<file path="src/hdl/cpu_timer_pkg.sv">
package cpu_timer_pkg;

    // ------------------------------------------------------------
    // Register map (byte addresses)
    // ------------------------------------------------------------
    localparam logic [7:0] COUNT_OFFSET = 8'h00;
    localparam logic [7:0] PERIOD_OFFSET = 8'h04;
    localparam logic [7:0] CONTROL_OFFSET = 8'h08;
    localparam logic [7:0] PRESCALE_OFFSET = 8'h0C;
    localparam logic [7:0] IRQ_STATUS_OFFSET = 8'h10;
    localparam logic [7:0] IRQ_MASK_OFFSET = 8'h14;

    // ------------------------------------------------------------
    // Control register fields
    // ------------------------------------------------------------
    localparam int FLAG_BIT = 15;
    localparam int IRQ_ENABLE_BIT = 14;
    localparam int FREE_RUN_BIT = 11;
    localparam int SOFT_STOP_BIT = 10;
    localparam int RELOAD_BIT = 5;
    localparam int HALT_BIT = 4;
    localparam int CONTROL_WIDTH = 16;

    // Prescale register: divide-down low half, live count high half
    localparam int DIVIDE_LSB = 0;
    localparam int PRESCALE_LSB = 16;

    // Interrupt status / mask bits
    localparam int IRQ_ZERO_BIT = 0;
    localparam int IRQ_HALT_BIT = 1;
    localparam int IRQ_WIDTH = 2;

    // ------------------------------------------------------------
    // Reset values
    // ------------------------------------------------------------
    localparam logic [31:0] COUNT_RESET = 32'h0000_0000;
    localparam logic [31:0] PERIOD_RESET = 32'h0000_FFFF;
    localparam logic [15:0] DIVIDE_RESET = 16'h0000;
    localparam logic [15:0] PRESCALE_RESET = 16'h0000;
    localparam logic [1:0] IRQ_MASK_RESET = 2'h1;

    // Emulation modes as {free, soft}
    typedef enum logic [1:0] {
        EMU_HARD_STOP = 2'h0,
        EMU_SOFT_STOP = 2'h1,
        EMU_FREE_RUN = 2'h2,
        EMU_FREE_RUN_ALT = 2'h3
    } emu_mode_e;

endpackage

</file>
<file path="src/hdl/cpu_timer_control_bits.sv">
// Local design decisions: the register offsets and register access over APB.
`timescale 1ns/1ps
`default_nettype none

// Summary of operation
// - Interrupt enable low blocks the timer request.
// - Enable high and count reaching zero requests.
// - Free-run bit keeps counting at breakpoint.
// - Mode 00 halts after the next decrement.
// - Mode 01 halts once count reaches zero.
// - Soft stop still raises zero interrupt first.
// - Reload bit reads zero; writing zero ignored.
// - Reload loads counter and prescaler.
// - One halt bit selects counting or stopped.
// - Halt bit one stops, zero runs, resets zero.
// - Zero sets flag; write one clears it.
// - Counter reloads from period on next tick.
module cpu_timer_control_bits (
    input wire logic pclk,
    input wire logic presetn,
    input wire logic psel,
    input wire logic penable,
    input wire logic pwrite,
    input wire logic [7:0] paddr,
    input wire logic [31:0] pwdata,
    output logic [31:0] prdata,
    output logic pready,
    output logic pslverr,
    input wire logic debug_halt,
    output logic timer_request,
    output logic emu_halted,
    output logic irq
);

    // ------------------------------------------------------------
    // Register state
    // ------------------------------------------------------------
    logic [31:0] period_reg;
    logic [15:0] divide_down_reg;
    logic zero_irq_enable_reg;
    logic free_run_reg;
    logic soft_stop_reg;
    logic halt_control_reg;
    logic zero_reached_flag_reg;
    logic [1:0] irq_status_reg;
    logic [1:0] irq_mask_reg;
    logic emu_hold_reg;
    logic [31:0] prdata_reg;
    logic [31:0] prdata_next;
    logic pslverr_reg;
    logic debug_meta_reg;
    logic debug_sync_reg;

    logic [31:0] count_value;
    logic [15:0] prescale_count;
    logic tick;
    logic zero_event;
    logic run;
    logic emu_stop_now;
    logic halt_event;
    logic mapped;

    // ------------------------------------------------------------
    // APB decode
    // ------------------------------------------------------------
    logic setup_phase;
    logic wr_access;
    logic wr_count;
    logic wr_period;
    logic wr_control;
    logic wr_prescale;
    logic wr_status;
    logic wr_mask;
    logic reload_cmd;

    assign setup_phase = psel && !penable;
    assign wr_access = psel && penable && pwrite;
    assign wr_count = wr_access && (paddr == cpu_timer_pkg::COUNT_OFFSET);
    assign wr_period = wr_access && (paddr == cpu_timer_pkg::PERIOD_OFFSET);
    assign wr_control = wr_access && (paddr == cpu_timer_pkg::CONTROL_OFFSET);
    assign wr_prescale = wr_access && (paddr == cpu_timer_pkg::PRESCALE_OFFSET);
    assign wr_status = wr_access && (paddr == cpu_timer_pkg::IRQ_STATUS_OFFSET);
    assign wr_mask = wr_access && (paddr == cpu_timer_pkg::IRQ_MASK_OFFSET);

    // Only a written one acts; the bit itself is never stored
    assign reload_cmd = wr_control && pwdata[cpu_timer_pkg::RELOAD_BIT];

    always_comb begin
        mapped = 1'b1;
        unique case (paddr)
            cpu_timer_pkg::COUNT_OFFSET,
            cpu_timer_pkg::PERIOD_OFFSET,
            cpu_timer_pkg::CONTROL_OFFSET,
            cpu_timer_pkg::PRESCALE_OFFSET,
            cpu_timer_pkg::IRQ_STATUS_OFFSET,
            cpu_timer_pkg::IRQ_MASK_OFFSET: mapped = 1'b1;
            default: mapped = 1'b0;
        endcase
    end

    // Zero-wait slave: the answer is ready in the first access cycle
    assign pready = psel && penable;
    // Error shown only in access, so an idle bus never reports one
    assign pslverr = pready && pslverr_reg;
    assign prdata = prdata_reg;

    // ------------------------------------------------------------
    // Read data
    // ------------------------------------------------------------
    logic [31:0] control_word;

    always_comb begin
        control_word = 32'h0000_0000;
        control_word[cpu_timer_pkg::FLAG_BIT] = zero_reached_flag_reg;
        control_word[cpu_timer_pkg::IRQ_ENABLE_BIT] = zero_irq_enable_reg;
        control_word[cpu_timer_pkg::FREE_RUN_BIT] = free_run_reg;
        control_word[cpu_timer_pkg::SOFT_STOP_BIT] = soft_stop_reg;
        control_word[cpu_timer_pkg::HALT_BIT] = halt_control_reg;
    end

    always_comb begin
        prdata_next = 32'h0000_0000;
        unique case (paddr)
            cpu_timer_pkg::COUNT_OFFSET: prdata_next = count_value;
            cpu_timer_pkg::PERIOD_OFFSET: prdata_next = period_reg;
            cpu_timer_pkg::CONTROL_OFFSET: prdata_next = control_word;
            cpu_timer_pkg::PRESCALE_OFFSET: begin
                prdata_next[cpu_timer_pkg::DIVIDE_LSB +: 16] = divide_down_reg;
                prdata_next[cpu_timer_pkg::PRESCALE_LSB +: 16] = prescale_count;
            end
            cpu_timer_pkg::IRQ_STATUS_OFFSET: prdata_next = {30'h0, irq_status_reg};
            cpu_timer_pkg::IRQ_MASK_OFFSET: prdata_next = {30'h0, irq_mask_reg};
            default: prdata_next = 32'h0000_0000;
        endcase
    end

    // Captured in setup so the data comes from a flip-flop in access
    always_ff @(posedge pclk or negedge presetn) begin
        if (!presetn) begin
            prdata_reg <= 32'h0000_0000;
            pslverr_reg <= 1'b0;
        end else if (setup_phase) begin
            prdata_reg <= pwrite ? 32'h0000_0000 : prdata_next;
            pslverr_reg <= !mapped;
        end
    end

    // ------------------------------------------------------------
    // Software-written registers
    // ------------------------------------------------------------
    always_ff @(posedge pclk or negedge presetn) begin
        if (!presetn) begin
            period_reg <= cpu_timer_pkg::PERIOD_RESET;
        end else if (wr_period) begin
            period_reg <= pwdata;
        end
    end

    always_ff @(posedge pclk or negedge presetn) begin
        if (!presetn) begin
            divide_down_reg <= cpu_timer_pkg::DIVIDE_RESET;
        end else if (wr_prescale) begin
            divide_down_reg <= pwdata[cpu_timer_pkg::DIVIDE_LSB +: 16];
        end
    end

    always_ff @(posedge pclk or negedge presetn) begin
        if (!presetn) begin
            zero_irq_enable_reg <= 1'b0;
            free_run_reg <= 1'b0;
            soft_stop_reg <= 1'b0;
            halt_control_reg <= 1'b0;
        end else if (wr_control) begin
            zero_irq_enable_reg <= pwdata[cpu_timer_pkg::IRQ_ENABLE_BIT];
            free_run_reg <= pwdata[cpu_timer_pkg::FREE_RUN_BIT];
            soft_stop_reg <= pwdata[cpu_timer_pkg::SOFT_STOP_BIT];
            halt_control_reg <= pwdata[cpu_timer_pkg::HALT_BIT];
        end
    end

    always_ff @(posedge pclk or negedge presetn) begin
        if (!presetn) begin
            irq_mask_reg <= cpu_timer_pkg::IRQ_MASK_RESET;
        end else if (wr_mask) begin
            irq_mask_reg <= pwdata[cpu_timer_pkg::IRQ_WIDTH-1:0];
        end
    end

    // ------------------------------------------------------------
    // Zero flag: a new zero beats a clear in the same cycle
    // ------------------------------------------------------------
    always_ff @(posedge pclk or negedge presetn) begin
        if (!presetn) begin
            zero_reached_flag_reg <= 1'b0;
        end else if (zero_event) begin
            zero_reached_flag_reg <= 1'b1;
        end else if (wr_control && pwdata[cpu_timer_pkg::FLAG_BIT]) begin
            zero_reached_flag_reg <= 1'b0;
        end
    end

    // ------------------------------------------------------------
    // Breakpoint input and emulation stop
    // ------------------------------------------------------------
    always_ff @(posedge pclk or negedge presetn) begin
        if (!presetn) begin
            debug_meta_reg <= 1'b0;
            debug_sync_reg <= 1'b0;
        end else begin
            debug_meta_reg <= debug_halt;
            debug_sync_reg <= debug_meta_reg;
        end
    end

    cpu_timer_pkg::emu_mode_e emu_mode;

    assign emu_mode = cpu_timer_pkg::emu_mode_e'({free_run_reg, soft_stop_reg});

    always_comb begin
        emu_stop_now = 1'b0;
        unique case (emu_mode)
            cpu_timer_pkg::EMU_HARD_STOP: emu_stop_now = tick;
            cpu_timer_pkg::EMU_SOFT_STOP: emu_stop_now = zero_event;
            cpu_timer_pkg::EMU_FREE_RUN,
            cpu_timer_pkg::EMU_FREE_RUN_ALT: emu_stop_now = 1'b0;
        endcase
    end

    // Hold lasts until the synchronised breakpoint goes away or free run is set, so counting then resumes
    always_ff @(posedge pclk or negedge presetn) begin
        if (!presetn) begin
            emu_hold_reg <= 1'b0;
        end else if (!debug_sync_reg || free_run_reg) begin
            emu_hold_reg <= 1'b0;
        end else if (emu_stop_now) begin
            emu_hold_reg <= 1'b1;
        end
    end

    assign halt_event = debug_sync_reg && !emu_hold_reg && emu_stop_now;
    assign emu_halted = emu_hold_reg;
    assign run = !halt_control_reg && !emu_hold_reg;

    // ------------------------------------------------------------
    // Interrupt status, mask and request
    // ------------------------------------------------------------
    logic [1:0] irq_set;

    assign irq_set[cpu_timer_pkg::IRQ_ZERO_BIT] = zero_event && zero_irq_enable_reg;
    assign irq_set[cpu_timer_pkg::IRQ_HALT_BIT] = halt_event;

    always_ff @(posedge pclk or negedge presetn) begin
        if (!presetn) begin
            irq_status_reg <= 2'h0;
        end else if (wr_status) begin
            irq_status_reg <= (irq_status_reg & ~pwdata[1:0]) | irq_set;
        end else begin
            irq_status_reg <= irq_status_reg | irq_set;
        end
    end

    // Zero event also reaches here while halting in soft stop
    always_ff @(posedge pclk or negedge presetn) begin
        if (!presetn) begin
            timer_request <= 1'b0;
        end else begin
            timer_request <= zero_event && zero_irq_enable_reg;
        end
    end

    // Level output: stays high until software clears or masks the bit
    assign irq = |(irq_status_reg & irq_mask_reg);

    // ------------------------------------------------------------
    // Counting datapath
    // ------------------------------------------------------------
    tick_prescaler u_prescaler (
        .pclk(pclk),
        .presetn(presetn),
        .run(run),
        .load(reload_cmd),
        .divide_down(divide_down_reg),
        .prescale_count(prescale_count),
        .tick(tick)
    );

    down_counter u_counter (
        .pclk(pclk),
        .presetn(presetn),
        .tick(tick),
        .load(reload_cmd),
        .period_value(period_reg),
        .write_en(wr_count),
        .write_data(pwdata),
        .count_value(count_value),
        .zero_event(zero_event)
    );

endmodule

`default_nettype wire

</file>
<file path="src/hdl/down_counter.sv">
`timescale 1ns/1ps
`default_nettype none

module down_counter (
    input wire logic pclk,
    input wire logic presetn,
    input wire logic tick,
    input wire logic load,
    input wire logic [31:0] period_value,
    input wire logic write_en,
    input wire logic [31:0] write_data,
    output logic [31:0] count_value,
    output logic zero_event
);

    // Decrement that lands on zero this cycle
    assign zero_event = tick && !load && !write_en && (count_value == 32'h0000_0001);

    always_ff @(posedge pclk or negedge presetn) begin
        if (!presetn) begin
            count_value <= cpu_timer_pkg::COUNT_RESET;
        end else if (load) begin
            count_value <= period_value;
        end else if (write_en) begin
            count_value <= write_data;
        end else if (tick) begin
            // Zero holds for one tick, reload comes with the next one
            if (count_value == 32'h0000_0000) begin
                count_value <= period_value;
            end else begin
                count_value <= count_value - 32'h0000_0001;
            end
        end
    end

endmodule

`default_nettype wire

</file>
<file path="src/hdl/tick_prescaler.sv">
`timescale 1ns/1ps
`default_nettype none

module tick_prescaler (
    input wire logic pclk,
    input wire logic presetn,
    input wire logic run,
    input wire logic load,
    input wire logic [15:0] divide_down,
    output logic [15:0] prescale_count,
    output logic tick
);

    // Tick on the cycle the count sits at zero; period is divide_down + 1
    assign tick = run && !load && (prescale_count == 16'h0000);

    always_ff @(posedge pclk or negedge presetn) begin
        if (!presetn) begin
            prescale_count <= cpu_timer_pkg::PRESCALE_RESET;
        end else if (load) begin
            prescale_count <= divide_down;
        end else if (run) begin
            if (prescale_count == 16'h0000) begin
                prescale_count <= divide_down;
            end else begin
                prescale_count <= prescale_count - 16'h0001;
            end
        end
    end

endmodule

`default_nettype wire

</file>
<file path="config.mk">
export PLATFORM = sky130hd
export DESIGN_NAME = cpu_timer_control_bits
export DESIGN_NICKNAME = d
export VERILOG_FILES = /design/src/hdl/cpu_timer_pkg.sv /design/src/hdl/cpu_timer_control_bits.sv /design/src/hdl/down_counter.sv /design/src/hdl/tick_prescaler.sv
export SDC_FILE = /design/constraint.sdc
export NUM_CORES = 1
export LEC_CHECK = 0
export BUFFER_PORTS_ARGS = -buffer_cell sky130_fd_sc_hd__buf_4
export CORE_AREA = 2 2 159 161
export CTS_CLUSTER_SIZE = 16
export DETAILED_ROUTE_END_ITERATION = 7
export DIE_AREA = 0 0 161 163
export PLACE_DENSITY = 0.62
export SLEW_MARGIN = 20
export SYNTH_ARGS = -nofsm -noshare
export SYNTH_HDL_FRONTEND = slang
export SYNTH_SLANG_ARGS = --single-unit
</file>
<file path="constraint.sdc">
create_clock -name pclk -period 2.6 [get_ports pclk]
set_input_delay 0.26 -clock pclk [delete_from_list [all_inputs] [get_ports pclk]]
set_output_delay 0.26 -clock pclk [all_outputs]
set_load 0.02 [all_outputs]
</file>
==> results of run 1 <==
[placed cells by master (no fill, tap or decap), drive strengths merged, types with 8 or more instances in the layout]
master  synthesis  routed
inv             8       8
a21oi          36      36
or3             9       9
nand3          14      14
nand4          11      11
a31oi          12      12
o21ai          68      68
nor2           67      67
dfstp          17      17
a22o           32      32
or4            16      16
nand2          80      80
a211oi          8       8
nor4           19      19
clkbuf         41      24
buf            16     173
mux2i          35      35
o22ai          12      12
dfrtp         125     125
nor3           22      22
mux2           54      54
[worst max-delay path: stages, from the launching register on]
cell     delay (ps)
dfrtp_1         370
inv_1           100
ha_1            150
or4b_1          480
or4_4           510
nor2_8          150
nor2_4           90
o32a_1          360
o221a_2         120
[timing repair]
action	CTS	global route
buffers inserted	0	3
hold buffers	2	0
endpoints found under the setup margin	0	29
endpoints found under the hold margin	48	0
gates resized for setup	0	6
[metal layers]
| layer | global-route usage [%] | wire length [um] | share of wire, % | vias up |
|---|---|---|---|---|
| li1 | - | - | - | 3317 |
| met1 | 28.7 | 11800 | 44 | 3581 |
| met2 | 33.5 | 12700 | 47 | 275 |
| met3 | 3.69 | 1720 | 6.3 | 56 |
| met4 | 7.43 | 767 | 2.8 | 0 |
| met5 | 0 | 0 | 0 | - |
[power by group]
group	internal, W	switching (W)	total (W)
combinational	0.000660	0.000823	0.00148
sequential	0.00242	0.000226	0.00265
clock	0.00165	0.000923	0.00257
[logic make-up after synthesis]
kind of cell / Yosys count
buf+inv: 65
xor+xnor: 9
mux: 94
fa+ha+maj: 5
simple gates: 269
compound gates: 220
flops: 142
[final timing paths]
| kind | from | end | slack, ps | cells after the start |
|---|---|---|---|---|
| worst max register to register | u_prescaler.prescale_count[1]$_DFFE_PN0P_ | u_counter.count_value[13]$_DFFE_PN0P_ | 150 | 8 |
| worst max-delay path | u_prescaler.prescale_count[1]$_DFFE_PN0P_ | u_counter.count_value[13]$_DFFE_PN0P_ | 150 | 8 |
| worst min-delay path | pwdata[20] | period_reg[20]$_DFFE_PN0P_ | 80 | 2 |
| worst min register to register | debug_meta_reg$_DFF_PN0_ | debug_sync_reg$_DFF_PN0_ | 350 | 0 |
| max in group asynchronous | presetn | period_reg[12]$_DFFE_PN1P_ | 1450 | 3 |
| min in group asynchronous | presetn | irq_mask_reg[1]$_DFFE_PN0P_ | 400 | 2 |
[final cells by class]
type / count / area (um2) / area share, %
clock buffer: 24 / 512 / 5.02
timing repair buffer: 175 / 1390 / 13.6
clock inverter: 6 / 105 / 1.03
multi-input combinational: 597 / 4170 / 40.9
tap: 330 / 413 / 4.05
inverter: 8 / 30.0 / 0.295
sequential: 142 / 3570 / 35.1
[through the flow]
step                std cells  util [%]  hold slack [ps]
CTS                      1279      41.1             70.4
global route             1282      41.3             77.9
detailed placement       1247      38.5              290
global placement         1247      38.5              295
finish                   1282      41.3             81.6
floorplan                 804         -            -35.6
==> flow_summary.toml, run 1 <==
[routing]
drt-pass1-iter-count = 5
drc_errors = 0
wire_per_inst_um = 21.1
wl_um = 27000
vias_per_cell = 5.64
vias = 7229
ant_nets = 0
drt_iter0_drc = 651

[placement]
dpl.hpwl_um = 20200
dp_slack_ps = -6.10
place_congestion = 0.940
place_area_um2 = 9500
port_buffers = 82

[yosys]
yosysSeqAreaShare_pct = 44.8
async_flop_share_pct = 100
muxShareOfSynthArea_pct = 13.4
ys_top_cells_by_area = "dfrtp_1 (39%), mux2_2 (7.6%), dfstp_2 (5.6%), mux2i_1 (4.4%), o21ai_0 (4.0%)"
synth_fp_nets = 855
synth.most_common_cell = "dfrtp_1"
postSynthCellCount = 804
synth-edff-count = 0
synth_area_per_cell_um2 = 9.91
ys.flop_type = "dfrtp_1"
ys_top_cells_by_count = "dfrtp_1 (125), nand2_1 (79), nor2_1 (64)"
synth.cell_area_um2 = 7970
yosysWarnings = 0
synth_top_family_by_area = "compound AO/OA/AOI/OAI gates"
synth_compound_area_share_pct = 18.6
synth-xor-area-share_pct = 0.989
synth-simple-area-share_pct = 17.8
synth_cell_types = 80
synthAdderAreaFrac_pct = 0.785
yosysTopAreaCell = "dfrtp_1"
ys_seq_elements = 142
synth_top_area_share_pct = 39.2

[pwr]
power_w = 0.00670
power_density_nw_per_um2 = 658
p_leak_nw = 4.50
peakVddDrop_v = 0.000423

[cells_and_area]
final_nets = 992
diodes = 0
area_delta_synth_final_pct = 27.8
fillers = 2462
final_area_um2 = 10200
drive_above_1_share_pct = 32.7

[sta]
worst_pin_slew_ps = 675
rsz0062_at_grt = "no"
finalSetupTns_ps = 0
finClkSkew_ps = 6.34
maxSlewViolCount = 0
finalSetupViolCount = 0
timing.final.ws_setup_ps = 148
finalHoldViolations = 0
fmax_ghz = 0.408
period_share_pct = 94.3
min_period_ps = 2450
slew-limit-headroom_pct = 55.0

[hold_path]
hp-class = "input port to flip-flop"

[grt]
grt_max_degree = 63
grt_pass1_wl_um = 42100
grt_pass1_vias = 7071
gr-total-overflow = 0
antenna_found_initial = 0
grtUsageTotal_pct = 21.0

[setup_path]
worstPathArrival_ps = 2760
required_ps = 2910
crit_path_end_kind = "flip-flop"
path_max_fanout = 9
start_kind = "flip-flop"
path_class = "flip-flop to flip-flop"

[run]
drv_cap = 0

[floorplanning]
core-area_um2 = 24700
die_width_um = 161
start_util_pct = 32.3
dieArea_um2 = 26200
rows = 58
die-height_um = 163
io_pins = 83

[run_status]
status = "finished clean"

[clocking]
cts_buffers = 17
cts_tree = "done"
path_clk_slew_ps = 60
htree_levels = 4
cts_buffer_depth = 2
clk_latency_ps = 420
cts.sinks = 142
clockRootBuffer = "clkbuf_16"
No activity file was read; power rests on OpenSTA's default activity.
==> run 2, diff against run 1 <==
--- a/config.mk
+++ b/config.mk
@@ -10,7 +10,7 @@
 export CTS_CLUSTER_SIZE = 16
 export DETAILED_ROUTE_END_ITERATION = 7
 export DIE_AREA = 0 0 161 163
-export PLACE_DENSITY = 0.62
+export PLACE_DENSITY = 0.6
 export SLEW_MARGIN = 20
 export SYNTH_ARGS = -nofsm -noshare
 export SYNTH_HDL_FRONTEND = slang
==> constraint.sdc (replaced) <==
create_clock -name pclk -period 2.3 [get_ports pclk]
set_input_delay 0.23 -clock pclk [delete_from_list [all_inputs] [get_ports pclk]]
set_output_delay 0.23 -clock pclk [all_outputs]
set_load 0.02 [all_outputs]
==> run 2 against run 1 <==
The flow now finishes with violations (negative setup slack). Critical path type unchanged. Non-clock buffer count increased by 83. Maximum frequency decreased by 1.3%. Largest power group is now clock. First-iteration DRC count decreased by 12%. Clock power increased by 15%. Critical path depth unchanged. Register-to-register slack got worse by 330 ps. Combinational power increased by 51%.
==> flow_summary.toml, run 2 (synthesis results as in run 1) <==
[sta]
finClkSkew_ps = 11.0
timing.final.ws_setup_ps = -185
finalSetupViolCount = 39
min_period_ps = 2480
slew-limit-headroom_pct = 55.3
maxSlewViolCount = 0
finalHoldViolations = 0
fmax_ghz = 0.402
worst_pin_slew_ps = 670
rsz0062_at_grt = "yes"
period_share_pct = 108

[hold_path]
hp-start = "pwdata[21]"
hp-class = "input port to flip-flop"
hold-path-cell-count = 2
min_to = "period_reg[21]$_DFFE_PN0P_"

[run_status]
violations = "negative setup slack"
status = "finished, violations left"

[routing]
wire_per_inst_um = 21.2
drc_errors = 0
wl_um = 29000
ant_nets = 0
vias = 7773
drt_iter0_drc = 574
vias_per_cell = 5.68
drt-pass1-iter-count = 5

[cells_and_area]
diodes = 0
drive_above_1_share_pct = 43.4
final_nets = 1076
final_common_cell = "buf_4"
utilization_pct = 46.0
fin_cells = 1368
area_delta_synth_final_pct = 42.4
final_cell_mix = "buf_4 (228), dfrtp_1 (125), nand2_1 (75)"
fillers = 2359

[floorplanning]
rows = 58
core-area_um2 = 24700
start_util_pct = 32.3
die-height_um = 163
die_width_um = 161
dieArea_um2 = 26200
io_pins = 83

[setup_path]
r2r_setup_slack_ps = -180
cp_cell_sequence = "inv_2 -> ha_4 -> or4b_4 -> or4_4 -> nor2_8 -> nor2_4 -> o32a_1 -> o221a_2"
r2r_end = "u_counter.count_value[13]$_DFFE_PN0P_"
start_kind = "flip-flop"
crit_path_end_kind = "flip-flop"
worstPathArrival_ps = 2810
path_max_fanout = 6
slowest_stage = "or4_4"
rr_worst_depth = 8
path_class = "flip-flop to flip-flop"
r2r_start = "u_prescaler.prescale_count[1]$_DFFE_PN0P_"
required_ps = 2620
max_stage_delay_ps = 580

[grt]
grt_pass1_vias = 7760
grt_pass1_wl_um = 44300
antenna_found_initial = 2
grt_max_degree = 53
grtUsageTotal_pct = 22.2
gr-total-overflow = 0

[placement]
dpl.hpwl_um = 21500
placedCellCount = 1317
place_congestion = 0.963
port_buffers = 82

[clocking]
clk_latency_ps = 430
cts_buffers = 17
cts_buffer_depth = 2
clockRootBuffer = "clkbuf_16"
htree_levels = 4
cts_tree = "done"
cts.sinks = 142
path_clk_slew_ps = 60

[pwr]
peakVddDrop_v = 0.000381
p_leak_nw = 5.06
power_density_nw_per_um2 = 715

[run]
drv_cap = 0
[run 2: cell type report]
type / instances / area (um2) / share of cell area [%]
clock buffer: 22 / 464 / 4.09
clock inverter: 10 / 161 / 1.42
inverter: 8 / 30.0 / 0.265
multi-input combinational: 598 / 4540 / 40.0
sequential: 142 / 3570 / 31.5
tap: 330 / 413 / 3.64
timing repair buffer: 258 / 2170 / 19.1
[run 2: repair_timing]
item / in CTS / in global routing
hold buffers: 2 / 0
cloned: 2 / 2
setup buffers: 6 / 7
hold endpoints to repair: 43 / 0
endpoints found under the setup margin: 45 / 52
resized for setup: 48 / 52
pin swaps: 17 / 28
[run 2: worst max-delay path by stage]
| stage | from | cells past startpoint | to |
|---|---|---|---|
| floorplan | u_prescaler.prescale_count[0]$_DFFE_PN0P_ | 8 | u_counter.count_value[13]$_DFFE_PN0P_ |
| global placement | u_prescaler.prescale_count[1]$_DFFE_PN0P_ | 9 | irq_status_reg[0]$_DFF_PN0_ |
| global route | u_prescaler.prescale_count[1]$_DFFE_PN0P_ | 9 | u_counter.count_value[0]$_DFFE_PN0P_ |
| finish | u_prescaler.prescale_count[1]$_DFFE_PN0P_ | 8 | u_counter.count_value[13]$_DFFE_PN0P_ |
| CTS | u_prescaler.prescale_count[1]$_DFFE_PN0P_ | 8 | u_counter.count_value[13]$_DFFE_PN0P_ |
| detailed placement | u_prescaler.prescale_count[1]$_DFFE_PN0P_ | 9 | irq_status_reg[0]$_DFF_PN0_ |
[run 2: critical path: cells and delay by family, from the launching register on]
kind	cells	cell delay [ps]
AOI/OAI and AO/OA	2	410
adders and majority gates	1	130
and+or+nand+nor	4	1360
DFF	1	380
buffers and inverters	1	80
[run 2: through the flow]
| stage | TNS, ps | power (W) | setup slack [ps] | area [um2] | hold slack [ps] |
|---|---|---|---|---|---|
| after CTS | -2600 | 0.00800 | -165 | 11000 | 33.7 |
| after global placement | -3840 | 0.00490 | -311 | 10100 | 224 |
| after global routing | -7070 | 0.00848 | -250 | 11400 | 34.6 |
| final | -3620 | 0.00811 | -185 | 11400 | 42.7 |
| after detailed placement | -5250 | 0.00492 | -322 | 10100 | 225 |
| after floorplan | -724 | 0.00390 | -95.3 | 8030 | -65.6 |
[run 2: power breakdown]
part	leakage, nW	internal, W	switching, W
Combinational	2.95	0.00107	0.00116
Sequential	1.81	0.00274	0.000188
Clock	0.296	0.00187	0.00109
Total	5.06	0.00568	0.00244
[run 2: per-layer routing]
metal | track usage, % | routed length, um
met2 | 36.2 | 13600
met1 | 29.0 | 12200
met5 | 0 | 0
met4 | 8.00 | 903
met3 | 5.02 | 2260
==> run 3, diff against run 2 <==
--- a/config.mk
+++ b/config.mk
@@ -10,6 +10,7 @@
 export CTS_CLUSTER_SIZE = 16
 export DETAILED_ROUTE_END_ITERATION = 7
 export DIE_AREA = 0 0 161 163
+export GPL_TIMING_DRIVEN = 0
 export PLACE_DENSITY = 0.6
 export SLEW_MARGIN = 20
 export SYNTH_ARGS = -nofsm -noshare
==> run 3 against run 2 <==
The flow still finishes with violations (negative setup slack). Setup slack got worse by 56 ps. Combinational power fell by 24%. Clock skew fell by 2.7 ps. Sequential power rose by 6%. Largest cell class unchanged.
==> flow_summary.toml, run 3 (synthesis results as in run 1) <==
[setup_path]
start_kind = "flip-flop"
cp_cell_sequence = "inv_2 -> ha_4 -> or4b_4 -> buf_4 -> nor3_4 -> nand3_4 -> nand2_8 -> buf_4 -> nor2_1 -> a2111oi_1"
max_stage_delay_ps = 470
slowest_stage = "or4b_4"
path_class = "flip-flop to flip-flop"
worstPathArrival_ps = 2850
cp-startpoint = "u_prescaler.prescale_count[0]$_DFFE_PN0P_"
path_max_fanout = 7
r2r_end = "u_counter.count_value[29]$_DFFE_PN0P_"
r2r_setup_slack_ps = -240
r2r_start = "u_prescaler.prescale_count[0]$_DFFE_PN0P_"
required_ps = 2610
crit_path_end_kind = "flip-flop"
critPathBufInv = 3
rr_worst_depth = 10
cpMostUsedCell = "buf_4"
cp_top_family = "simple AND/OR/NAND/NOR gates"

[floorplanning]
dieArea_um2 = 26200
die_width_um = 161
rows = 58
core-area_um2 = 24700
io_pins = 83
die-height_um = 163
start_util_pct = 32.3

[clocking]
clockRootBuffer = "clkbuf_16"
htree_levels = 4
clk_latency_ps = 440
path_clk_slew_ps = 70
cts_tree = "done"
cts_buffer_depth = 2
cts.sinks = 142
cts_buffers = 17

[cells_and_area]
final_common_cell = "buf_4"
drive_above_1_share_pct = 37.7
final_cell_mix = "buf_4 (140), dfrtp_1 (110), nand2_1 (73)"
final_nets = 1017
area_delta_synth_final_pct = 34.2
diodes = 0

[grt]
grt_pass1_wl_um = 45600
grtUsageTotal_pct = 23.3
gr-total-overflow = 0
grt_max_degree = 87
grt_pass1_vias = 7453
antenna_found_initial = 0

[sta]
min_period_ps = 2540
finClkSkew_ps = 8.37
finalSetupTns_ps = -6530
period_share_pct = 110
timing.final.ws_setup_ps = -241
slew-limit-headroom_pct = 36.2
worst_pin_slew_ps = 957
fmax_ghz = 0.394
rsz0062_at_grt = "yes"
finalSetupViolCount = 51
maxSlewViolCount = 0
finalHoldViolations = 0

[run_status]
violations = "negative setup slack"
status = "finished, violations left"

[pwr]
power_density_nw_per_um2 = 730
peakVddDrop_v = 0.000380
p_leak_nw = 4.64

[placement]
place_congestion = 0.947
port_buffers = 81
dp_slack_ps = -1060
dpl.hpwl_um = 21200

[hold_path]
hp-class = "input port to flip-flop"
hold-path-cell-count = 2
hp-start = "pwdata[25]"
min_to = "period_reg[25]$_DFFE_PN0P_"

[routing]
wire_per_inst_um = 23.4
drt-pass1-iter-count = 5
wl_met1_um = 12700
wl_met3_um = 2260
vias = 7648
drt_iter0_drc = 747
highest_layer = "met4"
wl_met2_um = 14300
vias_per_cell = 5.84
drc_errors = 0
wl_um = 30600
ant_nets = 0

[run]
drv_cap = 0
==> run 3: cell type report <==
| cell class | count | area, um2 |
|---|---|---|
| Inverter | 8 | 30.0 |
| Buffer | 51 | 317 |
| Timing Repair Buffer | 148 | 1200 |
| Fill cell | 2367 | 14000 |
| Tap cell | 330 | 413 |
| Multi-Input combinational cell | 598 | 4520 |
| Sequential cell | 142 | 3590 |
| Clock inverter | 13 | 188 |
| Clock buffer | 19 | 443 |
==> run 3: worst register-to-register path, stage by stage, from the launching register on <==
cell and delay, ps:
dfrtp_2 420, inv_2 80, ha_4 120, or4b_4 470, buf_4 160, nor3_4 250
nand3_4 190, nand2_8 180, buf_4 140, nor2_1 40, a2111oi_1 370
==> run 3: stage by stage <==
| step | power [W] | util (%) | cell area, um2 | instances | hold WS [ps] |
|---|---|---|---|---|---|
| floorplan | 0.00390 | - | 8030 | 804 | -65.6 |
| global route | 0.00811 | 43.3 | 10700 | 1309 | 36.9 |
| finish | 0.00781 | 43.3 | 10700 | 1309 | 31.2 |
| CTS | 0.00772 | 42.3 | 10400 | 1292 | 22.7 |
| global placement | 0.00439 | 36.7 | 9050 | 1215 | 333 |
| detailed placement | 0.00442 | 36.8 | 9080 | 1216 | 199 |
==> run 3: metal layers <==
metal	global-route usage (%)	up-vias
met1	30.4	3787
met4	11.8	0
li1	-	3368
met2	37.2	407
met3	4.10	86
met5	0	-
==> run 3: power by group <==
group / total [W] / internal (W) / switching (W)
Sequential: 0.00312 / 0.00275 / 0.000365
Combinational: 0.00169 / 0.000776 / 0.000911
Clock: 0.00300 / 0.00185 / 0.00116
==> run 3: repair_timing <==
item                                    4_1_cts  5_1_grt
gates cloned                                  0        2
hold endpoints to repair                     51        0
pin swaps                                    31       13
resized for setup                            89       39
endpoints found under the setup margin       82       82
hold buffers                                  2        0
buffers inserted                             48       15
==> run 3: worst max-delay path by stage <==
| stage | to | slack [ps] | depth (start not counted) |
|---|---|---|---|
| final | u_counter.count_value[29]$_DFFE_PN0P_ | -240 | 10 |
| after global routing | u_counter.count_value[29]$_DFFE_PN0P_ | -290 | 10 |
| after CTS | u_counter.count_value[13]$_DFFE_PN0P_ | -260 | 8 |
| after detailed placement | u_counter.count_value[24]$_DFFE_PN0P_ | -1060 | 7 |
| after global placement | u_counter.count_value[24]$_DFFE_PN0P_ | -1040 | 7 |
| after floorplan | u_counter.count_value[13]$_DFFE_PN0P_ | -100 | 8 |
